==> config.mk <==
export PLATFORM = sky130hd
export DESIGN_NAME = cbmc_core
export DESIGN_NICKNAME = d
export VERILOG_FILES = /design/src/cbmc_pkg.sv /design/src/cbmc_core.sv /design/src/cbmc_settle.sv
export SDC_FILE = /design/constraint.sdc
export NUM_CORES = 1
export LEC_CHECK = 0
export BUFFER_PORTS_ARGS = -buffer_cell sky130_fd_sc_hd__buf_2
export CAP_MARGIN = 20
export CELL_PAD_IN_SITES_DETAIL_PLACEMENT = 1
export CELL_PAD_IN_SITES_GLOBAL_PLACEMENT = 1
export CORE_MARGIN = 4
export CORE_UTILIZATION = 40
export CTS_CLUSTER_SIZE = 8
export DETAILED_ROUTE_END_ITERATION = 10
export MAX_ROUTING_LAYER = met4
export PLACE_DENSITY = 0.77
export SKIP_CTS_REPAIR_TIMING = 1
export SYNTH_ARGS = -nofsm -noshare
export SYNTH_HDL_FRONTEND = slang
export SYNTH_SLANG_ARGS = --single-unit
==> constraint.sdc <==
create_clock -name ref_clk_i -period 6.82 [get_ports ref_clk_i]
set_input_delay 0 -clock ref_clk_i [delete_from_list [all_inputs] [get_ports ref_clk_i]]
set_output_delay 0 -clock ref_clk_i [all_outputs]
set_load 0.05 [all_outputs]
==> src/cbmc_pkg.sv <==
// Package of constants, types and layouts for the cell balance mode control block.
package cbmc_pkg;

  // Number of balancing switches and field widths.
  localparam int unsigned CELLS       = 14;
  localparam int unsigned MODE_W      = 3;
  localparam int unsigned EXP_W       = 10;
  localparam int unsigned TIMER_W     = 10;
  localparam int unsigned DELAY_W     = 8;
  localparam int unsigned ALIVE_W     = 2;

  // Mode field encodings.
  localparam logic [2:0] MODE_DISABLE   = 3'h0;
  localparam logic [2:0] MODE_EMERGENCY = 3'h1;

  // Mode field bit positions used by the decoder.
  localparam int unsigned MODE_AUTO_BIT   = 2;
  localparam int unsigned MODE_MANUAL_BIT = 1;
  localparam int unsigned MODE_UNIT_BIT   = 0;

  // An all-ones first expiry limit turns the manual watchdog off.
  localparam logic [9:0] EXP_DISABLE = 10'h3FF;

  // Balancing state codes.
  localparam logic [1:0] STATE_IDLE   = 2'h0;
  localparam logic [1:0] STATE_ACTIVE = 2'h1;
  localparam logic [1:0] STATE_NORMAL = 2'h2;
  localparam logic [1:0] STATE_FAULT  = 2'h3;

  // Timer unit codes shown to software.
  localparam logic [1:0] UNIT_SECOND = 2'h0;
  localparam logic [1:0] UNIT_MINUTE = 2'h1;
  localparam logic [1:0] UNIT_HOUR   = 2'h2;

  // Seconds in a minute and in an hour for the unit prescaler.
  localparam int unsigned SEC_PER_MIN  = 60;
  localparam int unsigned SEC_PER_HOUR = 3600;

  // Reset values.
  localparam logic [9:0] EXP_RESET   = 10'h3FF;
  localparam logic [7:0] DELAY_RESET = 8'h00;

  // Clock rate and settle step timing.
  localparam int unsigned CLK_HZ        = 20_000_000;
  localparam int unsigned STEP_NS       = 96_000;
  localparam int unsigned CLK_PERIOD_NS = 1_000_000_000 / CLK_HZ;
  localparam int unsigned STEP_CYCLES   = (STEP_NS + CLK_PERIOD_NS - 1) / CLK_PERIOD_NS;
  localparam int unsigned SEC_CYCLES    = CLK_HZ;

  // Decoded balancing mode.
  typedef enum logic [1:0] {
    CBMC_OFF,
    CBMC_EMERG,
    CBMC_MANUAL,
    CBMC_AUTO
  } cbmc_kind_e;

  // One host write: strobes with their data.
  typedef struct packed {
    logic                 ctrl_we;
    logic [MODE_W-1:0]    mode;
    logic                 sw_we;
    logic [CELLS-1:0]     sw_mask;
    logic                 refresh;
    logic                 exp_we;
    logic [EXP_W-1:0]     exp_val;
    logic                 uv_we;
    logic                 uv_lowest;
    logic                 dly_we;
    logic [DELAY_W-1:0]   cell_dly;
    logic [DELAY_W-1:0]   wire_dly;
    logic                 notify_we;
  } cbmc_wr_s;

  // Status seen by the host.
  typedef struct packed {
    logic [1:0]           state;
    logic [TIMER_W-1:0]   timer;
    logic [ALIVE_W-1:0]   alive;
    logic [1:0]           unit;
    logic                 health_fail;
    logic                 reject;
  } cbmc_stat_s;

endpackage

==> src/cbmc_core.sv <==
// Cell balance mode control: mode decode, timers, write blocking and switch drive.
//
// Contract
// - Writing a nonzero mode starts balancing until rewrite or exit.
// - Status cleared only by a mode write.
// - Alive counter advances once per second while balancing is active.
// - Health check before start; failure sets flag.
// - Exits keep mode, stop switches, keep status.
// - Blocked writes are dropped and flag rejection.
// - Blocking set depends on automatic, manual, emergency.
// - Refresh strobe acts only in manual mode.
// - Manual mode accepts switch enable writes.
// - Lowest-cell exit write rejected during scan.
// - Any nonzero mode write restarts timer at zero.
// - Manual switch: enable, timer limit, pause gating.
// - Manual timer runs in real time always.
// - All-ones limit disables the manual watchdog.
// - Manual mode ignores undervoltage exit level.
// - After manual expiry refresh does nothing.
// - Pause option stops switches during measurement, manual.
// - Settle delay counts in 96 us steps.
// - Settle register holds cell and wire delays.
// - Alternate mux selects wire delay, only with pause option on.
// - Settle writes rejected during measure or automatic.
// - Timer ignores the pause option.
// - Mode field decodes emergency, manual, automatic variants.
// - Exit state 10 normal, 11 fault.
`timescale 1ns/100ps
`default_nettype none

module cbmc_core #(
  parameter int unsigned CELLS     = cbmc_pkg::CELLS,
  parameter int unsigned SEC_CYC   = cbmc_pkg::SEC_CYCLES,
  parameter int unsigned STEP_CYC  = cbmc_pkg::STEP_CYCLES
) (
  input  wire logic                        ref_clk_i,
  input  wire logic                        rst_n_i,
  input  wire cbmc_pkg::cbmc_wr_s          wr_i,
  input  wire logic                        measure_busy_i,
  input  wire logic                        scan_busy_i,
  input  wire logic                        measure_start_i,
  input  wire logic                        pause_switches_in_measure_i,
  input  wire logic                        alternate_mux_select_i,
  input  wire logic                        thermal_fault_i,
  input  wire logic                        cal_fault_i,
  input  wire logic                        uv_reached_i,
  input  wire logic                        health_ok_i,
  input  wire logic [CELLS-1:0]            auto_switch_i,
  output cbmc_pkg::cbmc_stat_s             status_o,
  output logic [cbmc_pkg::MODE_W-1:0]      balance_mode_select_o,
  output logic [CELLS-1:0]                 switch_enable_mask_o,
  output logic [cbmc_pkg::EXP_W-1:0]       first_expiry_limit_o,
  output logic [cbmc_pkg::DELAY_W-1:0]     cell_settle_delay_o,
  output logic [cbmc_pkg::DELAY_W-1:0]     wire_settle_delay_o,
  output logic                             exit_level_from_lowest_o,
  output logic                             notify_wr_o,
  output logic [CELLS-1:0]                 switch_drive_o,
  output logic                             settle_busy_o,
  output logic                             settle_done_o
);

  // Decode the mode field into one of four kinds.
  function automatic cbmc_pkg::cbmc_kind_e kind_of(input logic [2:0] m);
    if (m[cbmc_pkg::MODE_AUTO_BIT])
      return cbmc_pkg::CBMC_AUTO;
    else if (m[cbmc_pkg::MODE_MANUAL_BIT])
      return cbmc_pkg::CBMC_MANUAL;
    else if (m == cbmc_pkg::MODE_EMERGENCY)
      return cbmc_pkg::CBMC_EMERG;
    else
      return cbmc_pkg::CBMC_OFF;
  endfunction

  // Stored configuration and state.
  logic [2:0]                    mode_r;        // Mode field as written.
  logic [CELLS-1:0]              mask_r;        // Per-cell enables.
  logic [9:0]                    exp_r;         // First expiry limit.
  logic [7:0]                    cdly_r;        // Cell settle delay.
  logic [7:0]                    wdly_r;        // Wire settle delay.
  logic                          lowest_r;      // Exit level from lowest cell.
  logic [1:0]                    state_r;       // Balancing state.
  logic [9:0]                    timer_r;       // Balancing timer.
  logic [1:0]                    alive_r;       // Alive counter.
  logic [1:0]                    unit_r;        // Timer units.
  logic                          hfail_r;       // Health check failure.
  logic                          reject_r;      // Write rejected flag.
  logic                          expired_r;     // Timer passed its limit.
  logic [31:0]                   sec_r;         // One-second prescaler.
  logic [11:0]                   unit_cnt_r;    // Seconds within a timer unit.
  logic                          notify_r;      // Accepted notify write pulse.
  logic                          sec_tick;
  logic                          unit_tick;
  logic                          start;
  logic                          running;
  cbmc_pkg::cbmc_kind_e          kind;
  logic [11:0]                   unit_len;
  logic                          rej_uv;
  logic                          rej_exp;
  logic                          rej_sw;
  logic                          rej_dly;
  logic                          rej_notify;
  logic                          reject_evt;
  logic                          within_limit;

  assign kind    = kind_of(mode_r);
  assign start   = wr_i.ctrl_we && (wr_i.mode != cbmc_pkg::MODE_DISABLE);
  assign running = (state_r == cbmc_pkg::STATE_ACTIVE);

  // Seconds per timer tick follow the unit of the running mode.
  always_comb begin
    case (unit_r)
      cbmc_pkg::UNIT_MINUTE: unit_len = 12'(cbmc_pkg::SEC_PER_MIN);
      cbmc_pkg::UNIT_HOUR:   unit_len = 12'(cbmc_pkg::SEC_PER_HOUR);
      default:               unit_len = 12'h001;
    endcase
  end

  // Blocking: after start, any non-disabled mode blocks per its kind.
  always_comb begin
    rej_sw     = (kind == cbmc_pkg::CBMC_AUTO) && wr_i.sw_we;
    rej_exp    = (kind != cbmc_pkg::CBMC_OFF) && wr_i.exp_we;
    rej_notify = ((kind == cbmc_pkg::CBMC_AUTO) || (kind == cbmc_pkg::CBMC_EMERG)) && wr_i.notify_we;
    rej_uv     = wr_i.uv_we && ((kind == cbmc_pkg::CBMC_AUTO) || (wr_i.uv_lowest && scan_busy_i));
    rej_dly    = wr_i.dly_we && ((kind == cbmc_pkg::CBMC_AUTO)
                                 || measure_busy_i || settle_busy_o);
    reject_evt = rej_sw || rej_exp || rej_notify || rej_uv || rej_dly;
  end

  // One-second prescaler restarts with each launch so ticks align to the start.
  always_ff @(posedge ref_clk_i) begin
    if (!rst_n_i || start) begin
      sec_r <= 32'h0000_0000;
    end else if (sec_r == 32'(SEC_CYC - 1)) begin
      sec_r <= 32'h0000_0000;
    end else begin
      sec_r <= sec_r + 32'h0000_0001;
    end
  end
  assign sec_tick = (sec_r == 32'(SEC_CYC - 1));

  // Seconds are gathered into the mode's timer unit.
  always_ff @(posedge ref_clk_i) begin
    if (!rst_n_i || start) begin
      unit_cnt_r <= 12'h000;
    end else if (sec_tick) begin
      unit_cnt_r <= (unit_cnt_r == unit_len - 12'h001) ? 12'h000 : unit_cnt_r + 12'h001;
    end
  end
  assign unit_tick = sec_tick && (unit_cnt_r == unit_len - 12'h001);

  // Configuration writes land unless blocked by the mode or a busy scan, measurement or settle; mode writes always land.
  always_ff @(posedge ref_clk_i) begin
    if (!rst_n_i) begin
      mode_r   <= cbmc_pkg::MODE_DISABLE;
      mask_r   <= '0;
      exp_r    <= cbmc_pkg::EXP_RESET;
      cdly_r   <= cbmc_pkg::DELAY_RESET;
      wdly_r   <= cbmc_pkg::DELAY_RESET;
      lowest_r <= 1'b0;
      notify_r <= 1'b0;
    end else begin
      notify_r <= wr_i.notify_we && !rej_notify;
      if (wr_i.ctrl_we) begin
        mode_r <= wr_i.mode;
      end
      if (wr_i.sw_we && !rej_sw) begin
        mask_r <= wr_i.sw_mask;
      end
      if (wr_i.exp_we && !rej_exp) begin
        exp_r <= wr_i.exp_val;
      end
      if (wr_i.uv_we && !rej_uv) begin
        lowest_r <= wr_i.uv_lowest;
      end
      if (wr_i.dly_we && !rej_dly) begin
        cdly_r <= wr_i.cell_dly;
        wdly_r <= wr_i.wire_dly;
      end
    end
  end

  // Rejected writes set a sticky flag; a mode write clears it, but a reject wins.
  always_ff @(posedge ref_clk_i) begin
    if (!rst_n_i) begin
      reject_r <= 1'b0;
    end else if (reject_evt) begin
      reject_r <= 1'b1;
    end else if (wr_i.ctrl_we) begin
      reject_r <= 1'b0;
    end
  end

  // Balancing state: launch, then exit by timer, faults or undervoltage.
  always_ff @(posedge ref_clk_i) begin
    if (!rst_n_i) begin
      state_r <= cbmc_pkg::STATE_IDLE;
      hfail_r <= 1'b0;
      unit_r  <= cbmc_pkg::UNIT_SECOND;
    end else if (wr_i.ctrl_we) begin
      // Only a mode write clears the status fields.
      hfail_r <= 1'b0;
      unit_r  <= cbmc_pkg::UNIT_SECOND;
      state_r <= cbmc_pkg::STATE_IDLE;
      if (start) begin
        // The health check is sampled before the switches may turn on.
        if (!health_ok_i) begin
          hfail_r <= 1'b1;
          state_r <= cbmc_pkg::STATE_FAULT;
        end else begin
          state_r <= cbmc_pkg::STATE_ACTIVE;
        end
        if (wr_i.mode == cbmc_pkg::MODE_EMERGENCY) begin
          unit_r <= cbmc_pkg::UNIT_HOUR;
        end else if (wr_i.mode[cbmc_pkg::MODE_AUTO_BIT] && wr_i.mode[cbmc_pkg::MODE_UNIT_BIT]) begin
          unit_r <= cbmc_pkg::UNIT_MINUTE;
        end
      end
    end else if (running) begin
      // Exits keep the mode field; only switches stop and state reports.
      if ((thermal_fault_i || cal_fault_i) && kind != cbmc_pkg::CBMC_MANUAL) begin
        state_r <= cbmc_pkg::STATE_FAULT;
      end else if (expired_r) begin
        state_r <= cbmc_pkg::STATE_NORMAL;
      end else if (uv_reached_i && kind == cbmc_pkg::CBMC_AUTO) begin
        state_r <= cbmc_pkg::STATE_NORMAL;
      end
    end
  end

  // Limit check; manual all-ones limit means no watchdog.
  assign within_limit = (timer_r <= exp_r) ||
                        (kind == cbmc_pkg::CBMC_MANUAL && exp_r == cbmc_pkg::EXP_DISABLE);

  // Timer counts real time units, independent of switches and of pausing.
  always_ff @(posedge ref_clk_i) begin
    if (!rst_n_i || wr_i.ctrl_we) begin
      timer_r   <= '0;
      expired_r <= 1'b0;
    end else if (kind == cbmc_pkg::CBMC_MANUAL && wr_i.refresh && running && !expired_r) begin
      timer_r <= '0;
    end else if (unit_tick && kind != cbmc_pkg::CBMC_OFF && !expired_r) begin
      // Saturate so a long run never wraps below the limit.
      if (timer_r != '1) begin
        timer_r <= timer_r + 10'h001;
      end
      if (!within_limit || (timer_r + 10'h001 > exp_r && !(kind == cbmc_pkg::CBMC_MANUAL
          && exp_r == cbmc_pkg::EXP_DISABLE))) begin
        expired_r <= 1'b1;
      end
    end
  end

  // Refresh after expiry is ignored because expired_r blocks it above.

  // Alive counter ticks each second while balancing is active.
  always_ff @(posedge ref_clk_i) begin
    if (!rst_n_i || wr_i.ctrl_we) begin
      alive_r <= '0;
    end else if (sec_tick && running) begin
      alive_r <= alive_r + 2'h1;
    end
  end

  // Switch drive per mode, registered so outputs come from flip-flops.
  always_ff @(posedge ref_clk_i) begin
    if (!rst_n_i) begin
      switch_drive_o <= '0;
    end else if (!running || wr_i.ctrl_we) begin
      switch_drive_o <= '0;
    end else begin
      case (kind)
        cbmc_pkg::CBMC_MANUAL:
          switch_drive_o <= mask_r & {CELLS{within_limit && !expired_r}}
                            & {CELLS{!(pause_switches_in_measure_i && measure_busy_i)}};
        cbmc_pkg::CBMC_AUTO,
        cbmc_pkg::CBMC_EMERG:
          switch_drive_o <= auto_switch_i & {CELLS{!expired_r}};
        default:
          switch_drive_o <= '0;
      endcase
    end
  end

  // Settling delay between acquisition enable and measurement.
  cbmc_settle #(
    .STEP_CYC (STEP_CYC)
  ) u_settle (
    .ref_clk_i  (ref_clk_i),
    .rst_n_i    (rst_n_i),
    .start_i    (measure_start_i),
    .pause_en_i (pause_switches_in_measure_i),
    .alt_mux_i  (alternate_mux_select_i),
    .cell_dly_i (cdly_r),
    .wire_dly_i (wdly_r),
    .busy_o     (settle_busy_o),
    .done_o     (settle_done_o)
  );

  // Status and configuration outputs come straight from flip-flops.
  assign status_o.state       = state_r;
  assign status_o.timer       = timer_r;
  assign status_o.alive       = alive_r;
  assign status_o.unit        = unit_r;
  assign status_o.health_fail = hfail_r;
  assign status_o.reject      = reject_r;
  assign balance_mode_select_o    = mode_r;
  assign switch_enable_mask_o     = mask_r;
  assign first_expiry_limit_o     = exp_r;
  assign cell_settle_delay_o      = cdly_r;
  assign wire_settle_delay_o      = wdly_r;
  assign exit_level_from_lowest_o = lowest_r;
  assign notify_wr_o              = notify_r;

endmodule

`default_nettype wire

==> src/cbmc_settle.sv <==
// Settling delay counter that picks the cell or wire delay and counts 96 us steps.
`timescale 1ns/100ps
`default_nettype none

module cbmc_settle #(
  parameter int unsigned STEP_CYC = cbmc_pkg::STEP_CYCLES
) (
  input  wire logic                         ref_clk_i,
  input  wire logic                         rst_n_i,
  input  wire logic                         start_i,
  input  wire logic                         pause_en_i,
  input  wire logic                         alt_mux_i,
  input  wire logic [cbmc_pkg::DELAY_W-1:0] cell_dly_i,
  input  wire logic [cbmc_pkg::DELAY_W-1:0] wire_dly_i,
  output logic                              busy_o,
  output logic                              done_o
);

  // Step prescaler and remaining step count.
  logic [15:0]                   pre_r;
  logic [cbmc_pkg::DELAY_W-1:0]  left_r;
  logic [cbmc_pkg::DELAY_W-1:0]  sel_dly;

  // The selected delay only differs when pausing is on; otherwise cell delay.
  always_comb begin
    sel_dly = (pause_en_i && alt_mux_i) ? wire_dly_i : cell_dly_i;
  end

  // Count whole 96 us steps; a zero delay finishes on the next edge.
  always_ff @(posedge ref_clk_i) begin
    if (!rst_n_i) begin
      busy_o <= 1'b0;
      done_o <= 1'b0;
      pre_r  <= 16'h0000;
      left_r <= 8'h00;
    end else begin
      done_o <= 1'b0;
      if (start_i) begin
        busy_o <= 1'b1;
        pre_r  <= 16'h0000;
        left_r <= sel_dly;
      end else if (busy_o) begin
        if (left_r == 8'h00) begin
          busy_o <= 1'b0;
          done_o <= 1'b1;
        end else if (pre_r == 16'(STEP_CYC - 1)) begin
          pre_r  <= 16'h0000;
          left_r <= left_r - 8'h01;
        end else begin
          pre_r <= pre_r + 16'h0001;
        end
      end
    end
  end

endmodule

`default_nettype wire

==> out/metrics.yaml, run 1 <==
placed_design:
  post-dp-hpwl_mm: 16.1
  io_buffers: 154
  dp_slack_ps: 3780
  gp_congestion: 0.813
  post_dp_cell_area_um2: 8190
drt:
  wl_per_cell_um: 18.9
  drtAntennaViolNets: 0
  via_count: 7367
  drt_iter0_drc: 279
  first_pass_iters: 4
  routed_wl_mm: 24.9
  drcViolationCount: 0
  vias_per_cell: 5.57
sta:
  relSlewSlack: 0.297
  tns_ps: 0
  tightest_slew_ps: 1050
  grt_setup_unrepaired: "false"
  layout_setup_ws_ps: 3900
  slew_violations: 0
  hold_slack_ps: -11.1
  fin_skew_ps: 13.6
  finalCritPeriodShare: 0.429
  finalSetupViolations: 0
  max_freq_ghz: 0.342
  period_needed_ps: 2920
  hold_viol: 1
clocking:
  clk_latency_ps: 440
  cts.clk_slew.worst_paths_ps: 60
  htreeDepth: 4
  cts.sinks: 148
  clock_path_buffers: 2
  clockRootBuffer: "clkbuf_16"
  cts_tree: "done"
  cts_made_buffers: 17
finish:
  area_delta_synth_final_pct: 29.8
  final_cell_area_um2: 9450
  nNetsFinal: 1181
  fill_cells: 2168
  drive_above_1_share: 0.188
power:
  p_leak_nw: 4.00
  p_per_area_nw_per_um2: 227
  ir_drop_mv: 0.167
  power.total_w: 0.00214
global_route:
  grt_pass1_wl_mm: 35.6
  grt_use_total: 0.220
  gr-total-overflow: 0
  grt_pass1_vias: 7027
  grt_max_degree: 43
  antenna_found_initial: 2
logic_synthesis:
  yosysMostFrequentCell: "dfxtp_1"
  synth_edf_count: 0
  ys_seq_area_frac: 0.407
  synth.avg_cell_area_um2: 8.32
  netlist_area_um2: 7280
  synth_top_cell_by_area: "dfxtp_1"
  async_flop_share: 0
  synth_top_area_frac: 0.407
  synth_seq_cells: 148
  yosys-top-cells-count: "dfxtp_1, nand2_1, nor2_1"
  synth_area_leaders: "dfxtp_1, nand2_1, ha_1, a21oi_1, xor2_1"
  synth.distinct_cells: 63
  synth_top_flop_cell: "dfxtp_1"
  synthCells: 875
  yosysWarnings: 0
  syn_nets: 980
critical_path:
  critical_path_arrival_ps: 3210
  worstSetupPathType: "reg2reg"
  cp-start-kind: "register"
  crit_path_end_kind: "register"
  slowest_delay_ps: 640
  critPathSlowestCell: "nor3_1"
  worstPathMaxFanout: 31
  cp_cell_sequence: "ha_1, and3_1, nand2_1, nor3_1, or2_2, nor2_1"
  crit_required_ps: 7110
worst_hold_path:
  hp-class: "in2reg"
outcome:
  status: "finished, violations left"
  violations: "negative hold slack"
floorplanning:
  rows: 49
  die_h_um: 143
  start_util: 0.405
  die_area_um2: 20400
  core_um2: 18000
  io_pins: 155
  die_w_um: 143
run:
  cap_viol_max_count: 0
-- cells by family (layout without fill, tap and decap cells) --
family / count (synthesis) / in the layout / share of synthesized area
flops: 148 / 148 / 0.407
mux: 4 / 4 / 0.00550
buf+inv: 70 / 284 / 0.0395
compound gates: 149 / 149 / 0.136
fa+ha+maj: 29 / 29 / 0.0498
simple gates: 410 / 410 / 0.285
xor+xnor: 65 / 65 / 0.0782
other cells: 0 / 4 / 0
-- power by group --
group          leakage [nW]  switching (W)  total (W)  internal, W
combinational          2.51       0.000178   0.000271    0.0000929
sequential             1.20      0.0000236   0.000912     0.000888
clock                 0.283       0.000388   0.000962     0.000575
total                  4.00       0.000589    0.00214      0.00156
-- flip-flops by register name, summed over array words and instances (netlist names) --
| register | count |
|---|---|
| timer_r | 10 |
| unit_cnt_r | 12 |
| u_settle.done_o | 1 |
| cell_settle_delay_o | 8 |
| u_settle.busy_o | 1 |
| hfail_r | 1 |
| u_settle.left_r | 8 |
| wire_settle_delay_o | 8 |
| reject_r | 1 |
| alive_r | 2 |
| expired_r | 1 |
| unit_r | 2 |
| first_expiry_limit_o | 10 |
| exit_level_from_lowest_o | 1 |
| u_settle.pre_r | 16 |
| balance_mode_select_o | 3 |
| switch_drive_o | 14 |
| notify_wr_o | 1 |
| state_r | 2 |
| switch_enable_mask_o | 14 |
| sec_r | 32 |
-- final timing paths --
kind / start / endpoint / slack (ps) / cells after the start
worst min-delay path: wr_i[30] / reject_r$_SDFFE_PN0P_ / -10 / 3
worst max-delay path: sec_r[0]$_SDFF_PP0_ / sec_r[14]$_SDFF_PP0_ / 3900 / 6
worst max register to register: sec_r[0]$_SDFF_PP0_ / sec_r[14]$_SDFF_PP0_ / 3900 / 6
worst min register to register: cell_settle_delay_o[5]$_SDFFE_PN0P_ / cell_settle_delay_o[5]$_SDFFE_PN0P_ / 470 / 2
-- cells in the final DEF, fill, tap and decap left out, types with 23 or more instances in the layout --
cell type and instances:
ha_1 29, xor2_1 33, nor4_1 28, nand4_1 23, buf_2 154, nand2_1 140
a21oi_1 62, dlygate4sd3_1 64, dfxtp_1 148, nor2_1 73, inv_1 25, nor3_1 25
xnor2_1 32, nand3_1 39
-- stage by stage --
step / hold slack [ps] / instances / utilization
final: -11.1 / 1322 / 0.526
after global routing: 3.63 / 1320 / 0.526
after CTS: -224 / 1251 / 0.489
after detailed placement: 223 / 1219 / 0.456
after global placement: 218 / 1219 / 0.456
after floorplan: 133 / 875 / -
-- critical path, delay by kind of cell, from the launching register on --
kind	cells	cell delay (ps)
fa+ha+maj	1	430
simple gates	5	1960
flops	1	390
-- area by class of cell --
class | instances | area, µm² | share of cell area
antenna | 4 | 10.0 | 0.00106
inverter | 26 | 97.6 | 0.0103
clock inverter | 13 | 159 | 0.0168
sequential | 148 | 2960 | 0.313
tap | 229 | 287 | 0.0303
multi-input combinational | 657 | 4040 | 0.427
timing repair buffer | 226 | 1470 | 0.155
clock buffer | 19 | 433 | 0.0458
-- per-layer routing --
metal | wire length, µm | track usage | vias up
met5 | 0 | - | -
met4 | 845 | 0.0550 | 0
met3 | 966 | 0.0589 | 60
met2 | 12600 | 0.365 | 168
met1 | 10500 | 0.266 | 3615
li1 | - | - | 3524
Power figures use the tool's default switching activity.
==> run 2, diff against run 1 <==
- CORE_UTILIZATION: 40 -> 37
- PLACE_DENSITY: 0.77 -> 0.75
- clock period: 6.82 -> 2.6 ns (I/O delays scaled with it)
==> out/metrics.yaml, run 2 (same netlist as run 1, synthesis figures left out) <==
outcome:
  status: "finished, violations left"
  violations: "negative hold slack"
power:
  p_leak_nw: 4.11
  p_per_area_nw_per_um2: 577
  ir_drop_mv: 0.381
sta:
  slew_violations: 0
  finalCritPeriodShare: 0.931
  tightest_slew_ps: 695
  max_freq_ghz: 0.413
  finalSetupViolations: 0
  hold_viol: 2
  fin_skew_ps: 15.3
  hold_slack_ps: -33.8
  period_needed_ps: 2420
  relSlewSlack: 0.536
  tns_ps: 0
  grt_setup_unrepaired: "false"
finish:
  top_register: "sec_r"
  area_delta_synth_final_pct: 32.8
  fill_cells: 2375
  largest_reg_flops: 32
  final_cell_area_um2: 9670
  largestRegisters: "sec_r: 32 flops, u_settle.pre_r: 16 flops"
  layout_common_cells: "buf_2, dfxtp_1, nand2_1"
  drive_above_1_share: 0.211
  nNetsFinal: 1203
  layout_commonest_cell: "buf_2"
run:
  cap_viol_max_count: 0
drt:
  vias_per_cell: 5.31
  first_pass_iters: 4
  drt_iter0_drc: 343
  drtAntennaViolNets: 0
  drcViolationCount: 0
  via_count: 7316
  wl_per_cell_um: 17.9
  routed_wl_mm: 24.7
clocking:
  cts_made_buffers: 17
  clockRootBuffer: "clkbuf_16"
  htreeDepth: 4
  clk_latency_ps: 440
  cts.clk_slew.worst_paths_ps: 70
  clock_path_buffers: 2
  cts_tree: "done"
  cts.sinks: 148
floorplanning:
  die_area_um2: 22000
  start_util: 0.375
  rows: 51
  die_h_um: 148
  io_pins: 155
  core_um2: 19400
  die_w_um: 148
placed_design:
  io_buffers: 154
  post-dp-hpwl_mm: 16.7
  post_dp_cell_area_um2: 8430
  gp_congestion: 0.830
critical_path:
  critical_path_arrival_ps: 2730
  worstSetupPathType: "reg2reg"
  path_buf_inv: 1
  cp_cell_sequence: "buf_4, ha_1, nand3_1, nor2_1, xor2_1, ha_1, a211o_1, a21oi_1, o21ai_0, o31ai_1, a21oi_1"
  worstPathMaxFanout: 5
  critPathSlowestCell: "dfxtp_1"
  slowest_delay_ps: 400
  cp-start-kind: "register"
  cp_top_family: "compound AO/OA/AOI/OAI gates"
  crit_path_end_kind: "register"
  crit_required_ps: 2910
global_route:
  grt_pass1_vias: 7001
  grt_pass1_wl_mm: 36.2
  grt_use_total: 0.208
  gr-total-overflow: 0
  antenna_found_initial: 3
  grt_max_degree: 42
worst_hold_path:
  hp-class: "in2reg"
## run 2: routing by layer
layer / routed length, µm / global-route usage / part of all wire
met1: 10500 / 0.249 / 0.42
met2: 12800 / 0.345 / 0.52
met3: 1000 / 0.0545 / 0.041
met4: 443 / 0.0628 / 0.018
met5: 0 / - / 0
## run 2: power by group
group | internal [W] | leakage (nW) | switching (W)
sequential | 0.00233 | 1.20 | 0.0000576
combinational | 0.000252 | 2.63 | 0.000468
clock | 0.00136 | 0.279 | 0.00112
total | 0.00394 | 4.11 | 0.00164
## run 2: cell type report
cell class / count / area [µm²] / share of cell area
Inverter: 26 / 97.6 / 0.0101
Multi-Input combinational cell: 657 / 4050 / 0.418
Antenna cell: 3 / 7.51 / 0.000776
Clock buffer: 17 / 425 / 0.0440
Sequential cell: 148 / 2970 / 0.307
Timing Repair Buffer: 248 / 1640 / 0.169
Clock inverter: 15 / 159 / 0.0164
Tap cell: 265 / 332 / 0.0343
## run 2: worst register-to-register path: cells and delay by family (launching register included)
kind	cells	cell delay [ps]
AO/OA/AOI/OAI	5	920
XOR/XNOR	1	110
adder cells (fa/ha/maj)	2	390
buffers and inverters	1	150
flip-flops	1	400
AND/OR/NAND/NOR	2	330
## run 2: stage by stage
step / utilization / setup WS [ps] / power, W / instances
global route: 0.499 / 9.46 / 0.00579 / 1379
finish: 0.499 / 178 / 0.00558 / 1379
CTS: 0.465 / 66.2 / 0.00552 / 1312
detailed placement: 0.435 / 88.3 / 0.00306 / 1280
global placement: 0.434 / 137 / 0.00305 / 1279
floorplan: - / 19.9 / 0.00284 / 875
## run 2: path summary, 6_finish.rpt
| check | start | end | slack (ps) | depth (start not counted) |
|---|---|---|---|---|
| worst max-delay path | timer_r[0]$_SDFFE_PP0P_ | expired_r$_SDFFE_PP0P_ | 180 | 11 |
| worst min-delay path | wr_i[30] | reject_r$_SDFFE_PN0P_ | -30 | 3 |
| worst max register to register | timer_r[0]$_SDFFE_PP0P_ | expired_r$_SDFFE_PP0P_ | 180 | 11 |
| worst min register to register | cell_settle_delay_o[2]$_SDFFE_PN0P_ | cell_settle_delay_o[2]$_SDFFE_PN0P_ | 480 | 2 |
